--- config.mk ---
export PLATFORM = sky130hd
export DESIGN_NAME = lrac_top
export DESIGN_NICKNAME = d
export VERILOG_FILES = /design/src/design/lrac_top.v
export VERILOG_INCLUDE_DIRS = /design/src /design/src/design
export SDC_FILE = /design/constraint.sdc
export NUM_CORES = 1
export LEC_CHECK = 0
export BUFFER_PORTS_ARGS = -buffer_cell sky130_fd_sc_hd__buf_2
export CORE_ASPECT_RATIO = 0.9
export CORE_UTILIZATION = 45
export CTS_CLUSTER_DIAMETER = 40
export DETAILED_ROUTE_END_ITERATION = 10
export REMOVE_ABC_BUFFERS = 1
export SETUP_SLACK_MARGIN = 0.1
export SYNTH_ARGS = -nofsm -noshare
export SYNTH_HDL_FRONTEND = slang
export SYNTH_SLANG_ARGS = --single-unit
--- constraint.sdc ---
create_clock -name CLK_SYS_IN -period 2.9 [get_ports CLK_SYS_IN]
set_input_delay 0.29 -clock CLK_SYS_IN [delete_from_list [all_inputs] [get_ports CLK_SYS_IN]]
set_output_delay 0.29 -clock CLK_SYS_IN [all_outputs]
set_load 0.005 [all_outputs]
--- src/design/lrac_map.vh ---
// register map, field positions, reset values and timing constants for the receive aligner
// Summary of operation
// - writing flag clear bit 2 as one then zero clears the lost-lock flag (status bit 1).
// - with auto-relock set, lost lock raises interrupt and restarts search automatically.
// - control bit 0 enables the aligner; reset leaves it disabled.
// - data delay is fixed data delay when disabled; search starts from the clock-input delay when enabled.
// - clock-input delay split over two registers; start value or fixed delay.
// - four-bit window sets spacing between early and late clock samples.
// - chosen data and clock delays read back at 0x19 through 0x1c.
// - reported data and clock-input delays are equal after alignment.
// - status bit 3 shows tracking established.
// - status bit 2 shows edge search machine active.
// - status bit 1 shows lock has been lost.
// - status bit 0 shows aligner locked.
// - write-only enables gate lock and lost interrupt bits; zero clears them.
// - clock gate bit, reset one, stops the aligner clock when cleared.
`ifndef LRAC_MAP_VH
`define LRAC_MAP_VH
`define LRAC_A_CLK_GATE      7'h02
`define LRAC_A_IRQ_EN        7'h03
`define LRAC_A_IRQ_STAT      7'h04
`define LRAC_A_CTRL          7'h10
`define LRAC_A_DDLY_LO       7'h11
`define LRAC_A_DDLY_HI       7'h12
`define LRAC_A_CDLY_LO_WIN   7'h13
`define LRAC_A_CDLY_HI       7'h14
`define LRAC_A_DACT_LO       7'h19
`define LRAC_A_DACT_HI       7'h1a
`define LRAC_A_CACT_LO       7'h1b
`define LRAC_A_CACT_HI       7'h1c
`define LRAC_A_STATUS        7'h21
`define LRAC_B_GATE          1
`define LRAC_B_LOCK_IRQ      0
`define LRAC_B_LOST_IRQ      1
`define LRAC_B_ENABLE        0
`define LRAC_B_RELOCK        1
`define LRAC_B_FLAG_CLR      2
`define LRAC_R_CLK_GATE      8'h02
`define LRAC_R_CTRL          8'h02
`define LRAC_R_DDLY_LO       8'hc0
`define LRAC_R_DDLY_HI       8'h25
`define LRAC_R_CDLY_LO_WIN   8'h71
`define LRAC_R_CDLY_HI       8'h0a
`define LRAC_TAP_MAX         10'h180
`define LRAC_STABLE_EDGES    4'hf
`define LRAC_SPI_BITS        5'h10
`define LRAC_SPI_CMD_BITS    5'h08
`endif

--- src/design/lrac_top.v ---
// receive delay-line aligner with serial configuration port
`timescale 1ns/10ps
`include "lrac_map.vh"
module lrac_top (
  // clock, reset, enable
  input  wire       CLK_SYS_IN,
  input  wire       RSTN_IN,
  input  wire       CE_IN,
  // serial configuration port
  input  wire       SPI_CS_N_IN,
  input  wire       SPI_SCLK_IN,
  input  wire       SPI_SDI_IN,
  output reg        SPI_SDO_OUT,
  output reg        SPI_SDO_OE_N_OUT,
  // link side
  input  wire       SRC_SYNC_DCLK_IN,
  input  wire       PD_EARLY_IN,
  input  wire       PD_LATE_IN,
  // delay line settings and interrupt
  output reg  [9:0] DATA_DELAY_OUT,
  output reg  [9:0] CLK_DELAY_OUT,
  output reg  [3:0] WINDOW_OUT,
  output reg        IRQ_OUT
);
  localparam ST_IDLE   = 2'b00;
  localparam ST_SEARCH = 2'b01;
  localparam ST_TRACK  = 2'b10;
  localparam ST_LOST   = 2'b11;

  function [9:0] clamp_tap;
    input [9:0] v;
    begin
      clamp_tap = (v > `LRAC_TAP_MAX) ? `LRAC_TAP_MAX : v;
    end
  endfunction

  // single tap steps; callers guard both ends of the delay line
  function [9:0] tap_up;
    input [9:0] v;
    begin
      tap_up = v + 10'h001;
    end
  endfunction

  function [9:0] tap_down;
    input [9:0] v;
    begin
      tap_down = v - 10'h001;
    end
  endfunction

  // configuration registers
  reg  [7:0] clk_gate_r;
  reg  [1:0] irq_en_r;
  reg  [1:0] irq_stat_r;
  reg  [7:0] ctrl_r;
  reg        flag_clr_prev_r;
  reg  [7:0] ddly_lo_r;
  reg  [7:0] ddly_hi_r;
  reg  [7:0] cdly_lo_win_r;
  reg  [7:0] cdly_hi_r;
  // aligner state
  reg  [1:0] state_r;
  reg  [9:0] tap_r;
  reg  [9:0] act_tap_r;
  reg  [3:0] stable_r;
  reg        locked_r;
  reg        lost_r;
  reg        tracking_r;
  // synchronisers
  reg  [1:0] cs_s_r;
  reg  [2:0] sck_s_r;
  reg  [1:0] sdi_s_r;
  reg  [2:0] dclk_s_r;
  reg  [1:0] early_s_r;
  reg  [1:0] late_s_r;
  // serial engine
  reg  [4:0] bit_cnt_r;
  reg  [15:0] sh_in_r;
  reg  [7:0] sh_out_r;
  reg        rd_r;

  wire       sck_rise   = sck_s_r[1] & ~sck_s_r[2];
  wire       sck_fall   = ~sck_s_r[1] & sck_s_r[2];
  wire       cs_act     = ~cs_s_r[1];
  wire       dclk_rise  = dclk_s_r[1] & ~dclk_s_r[2];
  wire       align_en   = ctrl_r[`LRAC_B_ENABLE];
  wire       relock_en  = ctrl_r[`LRAC_B_RELOCK];
  wire       gate_on    = clk_gate_r[`LRAC_B_GATE];
  wire [9:0] dstart     = clamp_tap({ddly_hi_r, ddly_lo_r[7:6]});
  wire [9:0] cstart     = clamp_tap({cdly_hi_r[5:0], cdly_lo_win_r[7:4]});
  wire [15:0] sh_in_nxt = {sh_in_r[14:0], sdi_s_r[1]};
  wire       wr_done    = sck_rise && cs_act && (bit_cnt_r == `LRAC_SPI_BITS - 5'h01) && !rd_r;
  // fifteen bits are in at the last rise: r/w on top, then the address
  wire [6:0] wr_addr    = sh_in_r[13:7];
  wire [7:0] wr_data    = sh_in_nxt[7:0];
  wire       flag_clear = wr_done && (wr_addr == `LRAC_A_CTRL) && flag_clr_prev_r &&
                          !wr_data[`LRAC_B_FLAG_CLR];
  // status reads only select values, never change state
  function [7:0] read_mux;
    input [6:0] a;
    begin
      case (a)
        `LRAC_A_CLK_GATE:    read_mux = clk_gate_r;
        `LRAC_A_IRQ_STAT:    read_mux = {6'h00, irq_stat_r};
        `LRAC_A_CTRL:        read_mux = {6'h00, ctrl_r[1:0]};
        `LRAC_A_DDLY_LO:     read_mux = ddly_lo_r;
        `LRAC_A_DDLY_HI:     read_mux = ddly_hi_r;
        `LRAC_A_CDLY_LO_WIN: read_mux = cdly_lo_win_r;
        `LRAC_A_CDLY_HI:     read_mux = cdly_hi_r;
        `LRAC_A_DACT_LO:     read_mux = {act_tap_r[1:0], 6'h00};
        `LRAC_A_DACT_HI:     read_mux = act_tap_r[9:2];
        `LRAC_A_CACT_LO:     read_mux = {act_tap_r[1:0], 6'h00};
        `LRAC_A_CACT_HI:     read_mux = act_tap_r[9:2];
        `LRAC_A_STATUS:      read_mux = {4'h0, tracking_r, (state_r == ST_SEARCH),
                                         lost_r, locked_r};
        default:             read_mux = 8'h00;
      endcase
    end
  endfunction

  // two-stage synchronisers; only stage two and later feed logic
  always @(posedge CLK_SYS_IN or negedge RSTN_IN) begin
    if (!RSTN_IN) begin
      cs_s_r    <= 2'h3;
      sck_s_r   <= 3'h0;
      sdi_s_r   <= 2'h0;
      dclk_s_r  <= 3'h0;
      early_s_r <= 2'h0;
      late_s_r  <= 2'h0;
    end else if (CE_IN) begin
      cs_s_r    <= {cs_s_r[0], SPI_CS_N_IN};
      sck_s_r   <= {sck_s_r[1:0], SPI_SCLK_IN};
      sdi_s_r   <= {sdi_s_r[0], SPI_SDI_IN};
      dclk_s_r  <= {dclk_s_r[1:0], SRC_SYNC_DCLK_IN};
      early_s_r <= {early_s_r[0], PD_EARLY_IN};
      late_s_r  <= {late_s_r[0], PD_LATE_IN};
    end
  end

  // serial engine: r/w bit, 7-bit address, 8 data bits, msb first
  // sclk is oversampled, so it must stay well below a quarter of the system clock
  always @(posedge CLK_SYS_IN or negedge RSTN_IN) begin
    if (!RSTN_IN) begin
      bit_cnt_r        <= 5'h00;
      sh_in_r          <= 16'h0000;
      sh_out_r         <= 8'h00;
      rd_r             <= 1'b0;
      SPI_SDO_OUT      <= 1'b0;
      SPI_SDO_OE_N_OUT <= 1'b1;
    end else if (CE_IN) begin
      if (!cs_act) begin
        bit_cnt_r        <= 5'h00;
        rd_r             <= 1'b0;
        SPI_SDO_OE_N_OUT <= 1'b1;
      end else begin
        if (sck_rise) begin
          sh_in_r   <= sh_in_nxt;
          bit_cnt_r <= (bit_cnt_r == `LRAC_SPI_BITS - 5'h01) ? 5'h00 : bit_cnt_r + 5'h01;
          if (bit_cnt_r == 5'h00)
            rd_r <= sdi_s_r[1];
          if (bit_cnt_r == `LRAC_SPI_CMD_BITS - 5'h01)
            sh_out_r <= read_mux(sh_in_nxt[6:0]);
        end
        if (sck_fall && rd_r && (bit_cnt_r >= `LRAC_SPI_CMD_BITS)) begin
          SPI_SDO_OUT      <= sh_out_r[7];
          sh_out_r         <= {sh_out_r[6:0], 1'b0};
          SPI_SDO_OE_N_OUT <= 1'b0;
        end else if (sck_fall && (bit_cnt_r == 5'h00)) begin
          SPI_SDO_OE_N_OUT <= 1'b1;
        end
      end
    end
  end

  // register writes
  always @(posedge CLK_SYS_IN or negedge RSTN_IN) begin
    if (!RSTN_IN) begin
      clk_gate_r      <= `LRAC_R_CLK_GATE;
      irq_en_r        <= 2'h0;
      ctrl_r          <= `LRAC_R_CTRL;
      flag_clr_prev_r <= 1'b0;
      ddly_lo_r       <= `LRAC_R_DDLY_LO;
      ddly_hi_r       <= `LRAC_R_DDLY_HI;
      cdly_lo_win_r   <= `LRAC_R_CDLY_LO_WIN;
      cdly_hi_r       <= `LRAC_R_CDLY_HI;
    end else if (CE_IN && wr_done) begin
      case (wr_addr)
        `LRAC_A_CLK_GATE:    clk_gate_r    <= wr_data;
        `LRAC_A_IRQ_EN:      irq_en_r      <= wr_data[1:0];
        `LRAC_A_CTRL: begin
          ctrl_r          <= {6'h00, wr_data[1:0]};
          flag_clr_prev_r <= wr_data[`LRAC_B_FLAG_CLR];
        end
        `LRAC_A_DDLY_LO:     ddly_lo_r     <= wr_data;
        `LRAC_A_DDLY_HI:     ddly_hi_r     <= wr_data;
        `LRAC_A_CDLY_LO_WIN: cdly_lo_win_r <= wr_data;
        `LRAC_A_CDLY_HI:     cdly_hi_r     <= wr_data;
        default: ;
      endcase
    end
  end

  // aligner: walk the tap on each rising data clock edge until the detector rests
  always @(posedge CLK_SYS_IN or negedge RSTN_IN) begin
    if (!RSTN_IN) begin
      state_r    <= ST_IDLE;
      tap_r      <= 10'h000;
      act_tap_r  <= 10'h000;
      stable_r   <= 4'h0;
      locked_r   <= 1'b0;
      lost_r     <= 1'b0;
      tracking_r <= 1'b0;
    end else if (CE_IN) begin
      if (flag_clear)
        lost_r <= 1'b0;
      if (!align_en) begin
        state_r    <= ST_IDLE;
        locked_r   <= 1'b0;
        tracking_r <= 1'b0;
        stable_r   <= 4'h0;
      end else if (gate_on) begin
        case (state_r)
          ST_IDLE: begin
            state_r <= ST_SEARCH;
            tap_r   <= cstart;
          end
          ST_SEARCH: if (dclk_rise) begin
            if (early_s_r[1] && !late_s_r[1] && tap_r < `LRAC_TAP_MAX) begin
              tap_r    <= tap_up(tap_r);
              stable_r <= 4'h0;
            end else if (late_s_r[1] && !early_s_r[1] && tap_r != 10'h000) begin
              tap_r    <= tap_down(tap_r);
              stable_r <= 4'h0;
            end else if (stable_r == `LRAC_STABLE_EDGES) begin
              state_r    <= ST_TRACK;
              locked_r   <= 1'b1;
              tracking_r <= 1'b1;
              act_tap_r  <= tap_r;
            end else begin
              stable_r <= stable_r + 4'h1;
            end
          end
          ST_TRACK: if (dclk_rise) begin
            if ((early_s_r[1] && late_s_r[1]) ||
                (early_s_r[1] && tap_r == `LRAC_TAP_MAX) ||
                (late_s_r[1] && tap_r == 10'h000)) begin
              lost_r     <= 1'b1;
              locked_r   <= 1'b0;
              tracking_r <= 1'b0;
              stable_r   <= 4'h0;
              if (relock_en) begin
                state_r <= ST_SEARCH;
                tap_r   <= cstart;
              end else begin
                state_r <= ST_LOST;
              end
            end else if (early_s_r[1]) begin
              tap_r     <= tap_up(tap_r);
              act_tap_r <= tap_up(tap_r);
            end else if (late_s_r[1]) begin
              tap_r     <= tap_down(tap_r);
              act_tap_r <= tap_down(tap_r);
            end
          end
          ST_LOST: if (relock_en) begin
            state_r <= ST_SEARCH;
            tap_r   <= cstart;
          end
          default: state_r <= ST_IDLE;
        endcase
      end
    end
  end

  // interrupt status: the enable-low clear wins over set
  always @(posedge CLK_SYS_IN or negedge RSTN_IN) begin
    if (!RSTN_IN) begin
      irq_stat_r <= 2'h0;
      IRQ_OUT    <= 1'b0;
    end else if (CE_IN) begin
      irq_stat_r[`LRAC_B_LOCK_IRQ] <= irq_en_r[`LRAC_B_LOCK_IRQ] &
                                      (irq_stat_r[`LRAC_B_LOCK_IRQ] | locked_r);
      irq_stat_r[`LRAC_B_LOST_IRQ] <= irq_en_r[`LRAC_B_LOST_IRQ] &
                                      (irq_stat_r[`LRAC_B_LOST_IRQ] | lost_r);
      IRQ_OUT <= |irq_stat_r;
    end
  end

  // delay line drive: fixed values while disabled, search tap while enabled
  always @(posedge CLK_SYS_IN or negedge RSTN_IN) begin
    if (!RSTN_IN) begin
      DATA_DELAY_OUT <= 10'h000;
      CLK_DELAY_OUT  <= 10'h000;
      WINDOW_OUT     <= 4'h0;
    end else if (CE_IN) begin
      DATA_DELAY_OUT <= align_en ? tap_r : dstart;
      CLK_DELAY_OUT  <= align_en ? tap_r : cstart;
      WINDOW_OUT     <= cdly_lo_win_r[3:0];
    end
  end
endmodule // lrac_top

# --- Word level (Yosys, flattened, before mapping) ---
# Cells that the tools add are included.
op_classes:
  n_reduce_logical: 54
  addsub: 4
  magnitude_cmp: 4
  muxes: 68
  bitwise: 11
  eq_ne: 45
  div: 0
  multipliers: 0
  shifts: 0
ops:
  columns: ["op", "count"]
  rows:
  - ["10-bit two-way mux", 18]
  - ["7-bit by 5-bit equality test with 1-bit output (second input constant)", 14]
  - ["8-bit one-hot mux with 10 select lines", 1]
  - ["10-bit one-hot mux with 4 select lines", 1]
  - ["4-bit two-way mux", 8]
  - ["8-bit two-way mux", 3]
  - ["7-bit by 2-bit equality test with 1-bit output (second input constant)", 3]
  - ["3-bit inequality test (second input constant)", 7]
  - ["10-bit by 9-bit > comparator with 1-bit output (second input constant)", 2]
  - ["1-bit two-way mux", 20]
  - ["2-bit two-way mux", 10]
  - ["10-bit one-hot mux with 2 select lines", 1]
  - ["2-bit AND reduction", 9]
  - ["9-bit AND reduction", 2]
  - ["1-bit logical AND", 17]
  - ["5-bit two-way mux", 3]
  - ["7-bit AND reduction", 2]
  - ["2-bit inequality test (second input constant)", 6]
  - ["11-bit AND reduction", 1]
  - ["10-bit by 1-bit adder with 10-bit output (second input constant)", 1]
  - ["10-bit by 9-bit equality test with 1-bit output (second input constant)", 1]
  - ["10-bit logical NOT", 1]
  - ["10-bit by 9-bit less-than comparator with 1-bit output (second input constant)", 1]
  - ["10-bit nonzero test", 1]
  - ["31 further kinds", 53]
word_totals:
  register_bits: 144
  elab_cells: 217
  rom_bits: 0
  out_inout_bits: 27
  in_bits: 9
  latchBits: 0
  memories: 0
  ramBits: 0

# --- Longest topological paths before layout ---
# Gate-level depths: netlist (run 1).
logic_depth:
  depth_word: 14
  depth_mapped: 11
  ltp_nobuf: 8

# --- Worst setup path before layout (run 1) ---
# Ideal clock, no wire load.
synth_timing:
  path_kind: "register -> register"
  startpoint: "register tap_r[0]"
  endpoint: "register tap_r[7]"
  required_ps: 2779
  arrival_time_ps: 2403
  slack_ps: 376
  n_path_buf: 2
  setup_time_ps: 121
  synth_period_minus_slack_ps: 2524
  path_stages_with_launch: 11
  cell_sequence: "dfrtp_1 clkbuf_1 inv_1 ha_1 or4b_4 o41ai_4 or3_1 buf_4 o221a_2 o221ai_1 a22o_1"
synth_between:
  elab_chain_len: 7
  word_cells_on_any_way: 23
  classes_between: "2 x add/sub; 1 x order compare; 3 x eq/ne; 8 x mux; 9 x reduce/logical"
synth_rtl:
  columns: ["item", "line_no", "rtl"]
  rows:
  - ["from (decl)", "lrac_top.v:64", "reg [9:0] tap_r;"]
  - ["from (signal assigned)", "lrac_top.v:226", "tap_r <= cstart;"]
  - ["from (signal assigned)", "lrac_top.v:230", "tap_r <= tap_up(tap_r);"]
  - ["from (signal assigned)", "lrac_top.v:233", "tap_r <= tap_down(tap_r);"]
  - ["parallel branches: the longest is 7 deep, another holds 10-bit by 1-bit subtractor with 10-bit output", null, null]
# Parallel ways; which one is timed is not known. The select of a mux whose other input is x is not followed.
# A chain may end at the register's enable or synchronous reset.

# --- Final worst setup path (run 1) ---
layout_timing:
  startpoint: "register tap_r[1]"
  endpoint: "register act_tap_r[8]"
layout_between:
  elab_chain_len: 6
  word_cells_on_any_way: 21
  classes_between: "2 x add/sub; 1 x order compare; 4 x eq/ne; 5 x mux; 9 x reduce/logical"
layout_rtl:
  columns: ["item", "line_no", "rtl"]
  rows:
  - ["10-bit by 1-bit subtractor with 10-bit output or 10-bit by 9-bit equality test with 1-bit output (tied branches)", null, null]
  - ["10-bit two-way mux or 1-bit logical AND (tied branches)", null, null]
  - ["10-bit two-way mux or 1-bit logical OR (tied branches)", "lrac_top.v:258, lrac_top.v:245", null]
  - ["10-bit two-way mux or 1-bit logical OR (tied branches)", "lrac_top.v:245", "if ((early_s_r[1] && late_s_r[1]) ||"]
  - ["10-bit two-way mux or 2-bit inequality test (tied branches)", null, null]
  - ["10-bit one-hot mux with 2 select lines or 11-bit AND reduction (tied branches)", null, null]
  - ["to (signal assigned)", "lrac_top.v:239", "act_tap_r <= tap_r;"]
  - ["to (signal assigned)", "lrac_top.v:260", "act_tap_r <= tap_up(tap_r);"]
  - ["to (signal assigned)", "lrac_top.v:263", "act_tap_r <= tap_down(tap_r);"]
  - ["to (decl)", "lrac_top.v:65", "reg [9:0] act_tap_r;"]
# Parallel ways exist; a longest one is shown, timed or not. The select of a mux whose other input is x is not followed.

==> impl_metrics.tcl, run 1 <==
set metrics [dict create \
    outcome "finished, final reports clean" \
    fillers 1564 \
    async_flop_share 1.000 \
    total_power_uw 5618 \
    drcViolationCount 0 \
    critical-path-top-delay-family "simple AND/OR/NAND/NOR gates" \
    place_ws_ns 0.2534 \
    cp_slowest_stage_delay_ns 0.53 \
    yosys_warnings 0 \
    final_hold_viol_count 0 \
    start_util 0.4678 \
    pwr-share-comb 0.157 \
    leakagePower_uw 0.004036 \
    core_um2 17120 \
    portBuffers 35 \
    synth_cells 786 \
    fp.dieW_um 142.6 \
    r2r-end "act_tap_r[8]" \
    setup_slack_ns 0.2128 \
    wl_um 22230 \
    r2r-start "tap_r[1]" \
    intPower_uw 3895 \
    crit_type "flop to flop" \
    die_area_um2 18330 \
    wl_per_cell_um 20.72 \
    period_share 0.9266 \
    cts-root-buf "clkbuf_16" \
    slew_headroom 0.1830 \
    grt_pass1_vias 6321 \
    maxSlewViolCount 0 \
    firstDrtPassIters 6 \
    holdPathEnd "sck_s_r[0]" \
    rows 45 \
    grt_pass1_wl_um 35900 \
    grt_usage 0.2622 \
    skew_ns 0.01066 \
    holdPathStages 2 \
    min_period_ns 2.687 \
    cts_made_buffers 17 \
    fp.dieH_um 128.6 \
    cp_max_fo 10 \
    grt_max_degree 78 \
    p_sw_uw 1724 \
    min_from "SPI_SCLK_IN" \
    fmax_mhz 372.1 \
    clk_pin_slew_ns 0.06 \
    dr_total_vias 6464 \
    endpoint_kind "flop" \
    startpoint_type "flop" \
    gr-total-overflow 0 \
    nets 844 \
    multiInputGateArea_um2 4078 \
    ys_top_cells_by_area "dfrtp_1, mux2_2, dfstp_2" \
    rsz0062_at_grt "true" \
    first_iter_violations 437 \
    cts_setup_buffers 0 \
    seq_area_um2 3623 \
    crit_buf_inv 1 \
    rrSetupSlack_ns 0.21 \
    netlist.area_leader.share 0.4000 \
    path_cells "inv_1, ha_1, or4b_4, nor3_2, o21ai_0, nand3_4, mux2_2" \
    yosysMostFrequentCell "dfrtp_1" \
    vdd_ir_drop_max_mv 0.4011 \
    cpMaxStageDelayCell "or4b_4" \
    gp_congestion 0.9676 \
    avgSynthCellArea_um2 10.19 \
    yosys.area.top_type "dfrtp_1" \
    cts_buffer_depth 2 \
    hpwl_um 15470 \
    synth_seq_area_share 0.4525 \
    postPlaceCellArea_um2 8572 \
    synth_seq_cells 144 \
    yosys_most_used_dff "dfrtp_1" \
    cts_tree "done" \
    swShare 0.3068 \
    antennaDiodeCount 0 \
    finalSetupTns_ns 0 \
    syn_area_um2 8008 \
    drive_above_1_share 0.2768 \
    ioPinCount 36 \
    worst_ep_arrival_time_ns 3.00 \
    synth_edf_count 0 \
    clk-insertion-delay-late_ns 0.44 \
    final_cell_area_um2 9230 \
    power_frac_clock 0.429 \
    synth_common_cells "dfrtp_1, mux2_2, nand2_1, nor2_1, a21oi_1" \
    seqPwrFrac 0.414 \
    tightest_slew_ns 1.217 \
    cp.required_ns 3.21 \
    clock_sinks 144 \
    antenna_left 0 \
    htreeDepth 4 \
    rr_worst_depth 7 \
    worst_hold_path_type "input pin to flop" \
    setup_viol 0 \
    antenna_found_initial 0 \
    pwr_density_cell_nw_per_um2 608.7 \
    viasPerCell 6.024 \
    maxCapViolCount 0 \
    yosysUniqueCellTypes 78 \
    syn2layout_area_growth_pct 15.27 \
]
[through the flow]
stage / hold WS [ns] / cells / utilization
2_1_floorplan: -0.005591 / 733 / -
3_3_place_gp: 0.3787 / 1040 / 0.5008
3_5_place_dp: 0.3924 / 1040 / 0.5008
4_1_cts: 0.07349 / 1073 / 0.5390
5_1_grt: 0.06960 / 1073 / 0.5393
6_report: 0.08580 / 1073 / 0.5393
[kinds of logic after synthesis]
group	count (synthesis)	share of synthesized area
simple gates	236	0.1541
compound gates	194	0.1711
flops	144	0.4525
mux	108	0.1494
buf+inv	79	0.04078
xor+xnor	14	0.01531
fa+ha+maj	11	0.01688
[flip-flops by register name (all words and copies together), names as in the netlist, 3 cells and up]
signal          flops
WINDOW_OUT          4
cdly_lo_win_r       8
sh_in_r            14
ddly_hi_r           8
tap_r              10
clk_gate_r          8
sck_s_r             3
dclk_s_r            3
CLK_DELAY_OUT      10
bit_cnt_r           5
ddly_lo_r           8
sh_out_r            8
cdly_hi_r           8
stable_r            4
act_tap_r          10
DATA_DELAY_OUT     10
[worst max path at each step]
stage	start	to	slack [ns]	cells after the start
final	tap_r[1]	act_tap_r[8]	0.21	7
after global routing	tap_r[1]	act_tap_r[8]	0.09	7
after CTS	tap_r[1]	tap_r[5]	0.24	8
after detailed placement	tap_r[1]	tap_r[5]	0.25	8
after global placement	tap_r[1]	tap_r[7]	0.31	8
after floorplan	cs_s_r[1]	cdly_lo_win_r[1]	-0.83	5
[timing repair]
action,4_1_cts,5_1_grt
endpoints found under the setup margin,0,3
resized for setup,0,1
hold buffers,1,0
hold endpoints to repair,71,0
[power by group through the flow]
stage	registers, µW	logic, µW	clock network, µW
floorplan	2360	431	0
global placement	2350	857	0
detailed placement	2360	869	0
CTS	2320	876	2440
global route	2350	970	2550
finish	2330	883	2410
[cell type report]
| class | instances | area share |
|---|---|---|
| repair buffers | 73 | 0.05354 |
| flip-flops and latches | 144 | 0.3926 |
| clock inverters | 15 | 0.02359 |
| well taps | 235 | 0.03186 |
| clock buffers | 17 | 0.04609 |
| multi-input cells | 563 | 0.4418 |
| inverters | 26 | 0.01057 |
[layout by cell type (no fill, tap or decap), types with 4 or more instances in the layout]
master	count
dfrtp_1	128
mux2_2	88
nand2_1	72
nor2_1	56
a21oi_1	44
o21ai_0	39
buf_4	35
buf_2	34
inv_1	26
nand3_1	21
a22oi_1	17
clkbuf_16	17
dfstp_2	16
mux2i_1	16
nor2b_1	15
xnor2_1	12
a221oi_1	10
ha_1	10
a31oi_1	9
a22o_1	9
nor3_1	9
nand4_1	8
o211ai_1	8
nand2b_1	7
o221ai_1	7
nor3b_1	6
and3_1	5
o22ai_1	5
o21a_1	5
nor4_1	5
inv_6	5
o2bb2ai_1	4
mux2_1	4
o311ai_0	4
[per-layer routing]
metal / routed length [µm] / track usage
met1: 11060 / 0.3969
met3: 1230 / 0.04540
met5: 0 / 0
met4: 427 / 0.09235
met2: 9505 / 0.3746
(Power assumes the default switching activity.)
==> inputs of run 2 (changes only) <==
Settings changed: CELL_PAD_IN_SITES_DETAIL_PLACEMENT from default to 1, CELL_PAD_IN_SITES_GLOBAL_PLACEMENT from default to 1, PLACE_DENSITY_LB_ADDON from default to 0.1.
==> run 2 against run 1 <==
Clock skew grew 0.0020 ns. Critical path depth rose by 1. Worst setup slack gained 0.0013 ns. Largest power group unchanged. Register-to-register slack about the same.
==> impl_metrics.tcl, run 2 (synthesis results as in run 1) <==
set metrics [dict create \
    largest_register "sh_in_r" \
    vdd_ir_drop_max_mv 0.3822 \
    core_um2 17120 \
    mostFrequentLayoutCells "dfrtp_1, mux2_2, nand2_1" \
    antenna_left 0 \
    startpoint_type "flop" \
    cpMaxStageDelayCell "or4b_4" \
    slew_headroom 0.5287 \
    cp.required_ns 3.21 \
    ioPinCount 36 \
    antenna_found_initial 0 \
    fp.dieW_um 142.6 \
    outcome "finished, final reports clean" \
    clk-insertion-delay-late_ns 0.43 \
    final_hold_viol_count 0 \
    clk_pin_slew_ns 0.07 \
    grt_usage 0.2905 \
    grt_pass1_vias 6916 \
    met3_usage 0.05247 \
    endpoint_kind "flop" \
    final_common_cell "dfrtp_1" \
    holdPathStages 2 \
    crit_buf_inv 1 \
    cts_buffer_depth 2 \
    grt_max_degree 74 \
    grt_util_met1 0.4064 \
    gp_congestion 0.9235 \
    worst_ep_arrival_time_ns 2.99 \
    fmax_mhz 372.3 \
    grt_use_met2 0.4533 \
    largest_reg_flops 14 \
    critical-path-top-delay-family "simple AND/OR/NAND/NOR gates" \
    gr-total-overflow 0 \
    pwr_density_cell_nw_per_um2 612.2 \
    first_iter_violations 438 \
    wl_um 24670 \
    viasPerCell 6.134 \
    final_util 0.5413 \
    firstDrtPassIters 5 \
    drcViolationCount 0 \
    antennaDiodeCount 0 \
    crit_cells 8 \
    syn2layout_area_growth_pct 15.70 \
    start_util 0.4678 \
    leakagePower_uw 0.004054 \
    skew_ns 0.01268 \
    fp.dieH_um 128.6 \
    min_period_ns 2.686 \
    maxSlewViolCount 0 \
    whs_ns 0.09144 \
    cts_made_buffers 17 \
    path_cells "inv_1, ha_1, or4b_4, o311ai_4, nand3_2, nand2_1, nand3_4, mux2_1" \
    cts-root-buf "clkbuf_16" \
    cp_max_fo 10 \
    clock_sinks 144 \
    rsz0062_at_grt "false" \
    crit_type "flop to flop" \
    die_area_um2 18330 \
    nets 848 \
    rr_worst_depth 8 \
    hpwl_um 17030 \
    rows 45 \
    wl_per_cell_um 22.90 \
    tightest_slew_ns 0.7070 \
    cts_tree "done" \
    cp_slowest_stage_delay_ns 0.55 \
    maxCapViolCount 0 \
    worst_hold_path_type "input pin to flop" \
    finalSetupTns_ns 0 \
    grt_pass1_wl_um 39980 \
    busiest_layer "met2" \
    period_share 0.9262 \
    setup_viol 0 \
    portBuffers 35 \
    htreeDepth 4 \
    drive_above_1_share 0.2803 \
    dr_total_vias 6606 \
]
[run 2: cell count changes in the layout (fill, tap and decap cells not counted), sizes merged]
cell | before | now
buf | 72 | 76
clkinv | 4 | 1
inv | 34 | 37
[run 2: cell type report]
type / instances / area, µm²
flip-flops and latches: 144 / 3623
repair buffers: 77 / 524.3
well taps: 235 / 294.0
clock inverters: 15 / 210.2
inverters: 26 / 97.59
fillers: 1908 / 7851
clock buffers: 17 / 425.4
multi-input cells: 563 / 4090
[run 2: power by group]
| part | internal [µW] | total, µW | switching, µW | leakage, µW |
|---|---|---|---|---|
| sequential | 2120 | 2380 | 256 | 0.00186 |
| combinational | 373 | 872 | 499 | 0.00187 |
| clock | 1410 | 2420 | 1020 | 0.000315 |
[run 2: repair_timing]
item / 4_1_cts / 5_1_grt
setup endpoints to repair: 0 / 7
resized for setup: 0 / 3
hold buffers: 1 / 0
setup buffers: 0 / 0
hold endpoints to repair: 46 / 0
[run 2: layer usage]
metal / vias up / wire length, µm / share of wire
met2: 181 / 11360 / 0.46
li1: 2986 / - / -
met4: 0 / 563 / 0.023
met1: 3400 / 11740 / 0.48
met5: - / 0 / 0
met3: 39 / 1008 / 0.041
[run 2: path summary, 6_finish.rpt]
kind,endpoint,slack (ns),from
setup / recovery,act_tap_r[1],0.21,tap_r[1]
hold / removal,sck_s_r[0],0.09,SPI_SCLK_IN
hold reg to reg,early_s_r[1],0.48,early_s_r[0]
setup reg to reg,act_tap_r[1],0.21,tap_r[1]
max in group asynchronous,cdly_lo_win_r[0],1.69,RSTN_IN
min in group asynchronous,CLK_DELAY_OUT[2],0.38,RSTN_IN
[run 2: through the flow]
| step | setup WS (ns) | power (µW) | area, µm² | std cells |
|---|---|---|---|---|
| after detailed placement | 0.2460 | 3250 | 8602 | 1044 |
| after CTS | 0.2109 | 5692 | 9248 | 1077 |
| after global routing | 0.1143 | 5873 | 9265 | 1077 |
| after global placement | 0.3126 | 3206 | 8602 | 1044 |
| after floorplan | -0.8318 | 2787 | 7779 | 733 |
| final | 0.2141 | 5672 | 9265 | 1077 |
==> inputs of run 3 (changes only) <==
Settings changed: CORE_ASPECT_RATIO 0.9 to default, CTS_BUF_LIST from default to sky130_fd_sc_hd__clkbuf_4 sky130_fd_sc_hd__clkbuf_8 sky130_fd_sc_hd__clkbuf_16, MAX_ROUTING_LAYER from default to met4.
==> run 3 against run 2 <==
Worst setup slack lost 0.022 ns. Critical endpoint is now tap_r[1]. Power shrank 4.6%. Critical path depth did not move. Largest cell class unchanged. Flip-flop and latch count did not move. Highest routed layer unchanged. Via count is 2.1% lower. Cell count is 0.46% lower. Sequential share of layout area is 0.13 points higher.
==> impl_metrics.tcl, run 3 (synthesis results as in run 1) <==
set metrics [dict create \
    rsz0062_at_grt "true" \
    grt_pass1_wl_um 39450 \
    largest_register "sh_in_r" \
    place_ws_ns 0.1383 \
    final_hold_viol_count 0 \
    fmax_mhz 369.2 \
    cp_slowest_stage_delay_ns 0.54 \
    period_share 0.9339 \
    worst_ep_arrival_time_ns 3.01 \
    path_cells "inv_1, ha_1, or4b_4, o41ai_4, nor3_4, a221oi_1, o221ai_1, a22o_1" \
    wl_um 24620 \
    fp.dieW_um 135.4 \
    drcViolationCount 0 \
    dr_total_vias 6468 \
    viasPerCell 6.034 \
    min_period_ns 2.708 \
    maxSlewViolCount 0 \
    start_util 0.4614 \
    outcome "finished, final reports clean" \
    power_frac_clock 0.403 \
    slew_headroom 0.4918 \
    firstDrtPassIters 6 \
    gp_congestion 0.8948 \
    rows 48 \
    startpoint_type "flop" \
    core_um2 17360 \
    vdd_ir_drop_max_mv 0.4979 \
    holdPathStages 2 \
    rr_worst_depth 8 \
    cts-root-buf "clkbuf_16" \
    critPathLaunch "tap_r[1]" \
    antenna_found_initial 1 \
    largest_reg_flops 14 \
    tightest_slew_ns 0.7430 \
    holdPathEnd "late_s_r[0]" \
    clk_pin_slew_ns 0.06 \
    pwr-share-comb 0.165 \
    cts_buffer_depth 2 \
    finalSetupTns_ns 0 \
    p_sw_uw 1665 \
    leakagePower_uw 0.004042 \
    rrSetupSlack_ns 0.19 \
    worst_hold_path_type "input pin to flop" \
    htreeDepth 4 \
    syn2layout_area_growth_pct 15.33 \
    first_iter_violations 455 \
    pwr_density_cell_nw_per_um2 586.2 \
    intPower_uw 3749 \
    busiest_layer "met2" \
    critical-path-top-delay-family "compound AO/OA/AOI/OAI gates" \
    grt_pass1_vias 6849 \
    met3_usage 0.04863 \
    antenna_left 0 \
    fp.dieH_um 135.4 \
    crit_type "flop to flop" \
    swShare 0.3075 \
    gr-total-overflow 0 \
    grt_usage 0.2950 \
    r2r-start "tap_r[1]" \
    cts_tree "done" \
    nets 852 \
    endpoint_kind "flop" \
    grt_max_degree 70 \
    final_common_cell "dfrtp_1" \
    wl_per_cell_um 22.96 \
    seq_area_um2 3623 \
    setup_slack_ns 0.1916 \
    min_from "PD_LATE_IN" \
    maxCapViolCount 0 \
    fillers 1917 \
    portBuffers 35 \
    clock_sinks 144 \
    drive_above_1_share 0.2861 \
    crit_buf_inv 1 \
    hpwl_um 17940 \
    r2r-end "tap_r[1]" \
    grt_use_met2 0.5074 \
    clk-insertion-delay-late_ns 0.43 \
    cpMaxStageDelayCell "or4b_4" \
    whs_ns 0.09847 \
    multiInputGateArea_um2 4101 \
    die_area_um2 18330 \
    grt_util_met1 0.3627 \
    skew_ns 0.009382 \
    mostFrequentLayoutCells "dfrtp_1, mux2_2, nand2_1" \
    cts_made_buffers 17 \
    cp.required_ns 3.21 \
    ioPinCount 36 \
    setup_viol 0 \
    cp_max_fo 10 \
    seqPwrFrac 0.432 \
]
[run 3: per-stage QoR]
stage	area (µm²)	util	total power (µW)	instances
after detailed placement	8607	0.4959	3251	1038
after global routing	9235	0.5321	5625	1072
after global placement	8607	0.4959	3217	1038
after floorplan	7779	-	2787	733
after CTS	9204	0.5303	5445	1071
final	9235	0.5321	5414	1072
[run 3: power groups by stage]
stage | clock (µW) | sequential (µW) | combinational, µW
floorplan | 0 | 2360 | 431
global placement | 0 | 2360 | 858
detailed placement | 0 | 2370 | 882
CTS | 2220 | 2330 | 892
global route | 2300 | 2360 | 962
finish | 2180 | 2340 | 892
[run 3: layout make-up]
type	instances	share of cell area
sequential	144	0.3924
antenna	1	0.0002710
clock buffer	20	0.04986
multi-input combinational	563	0.4441
timing repair buffer	81	0.05866
inverter	26	0.01057
clock inverter	12	0.01368
tap	225	0.03048
[run 3: worst max-delay path by stage]
stage,depth (start not counted),to,slack [ns]
floorplan,5,cdly_lo_win_r[1],-0.83
global placement,8,tap_r[7],0.28
detailed placement,8,tap_r[1],0.14
CTS,8,tap_r[1],0.11
global route,8,tap_r[1],0.09
finish,8,tap_r[1],0.19
[run 3: metal layers]
layer	vias to the layer above	part of all wire
met2	102	0.52
li1	2990	-
met3	17	0.024
met1	3359	0.44
met4	0	0.010
met5	-	0
[run 3: what timing repair did]
action,CTS,global route
buffers inserted,0,0
hold endpoints to repair,56,0
endpoints found under the setup margin,0,26
resized for setup,0,6
hold buffers,1,0
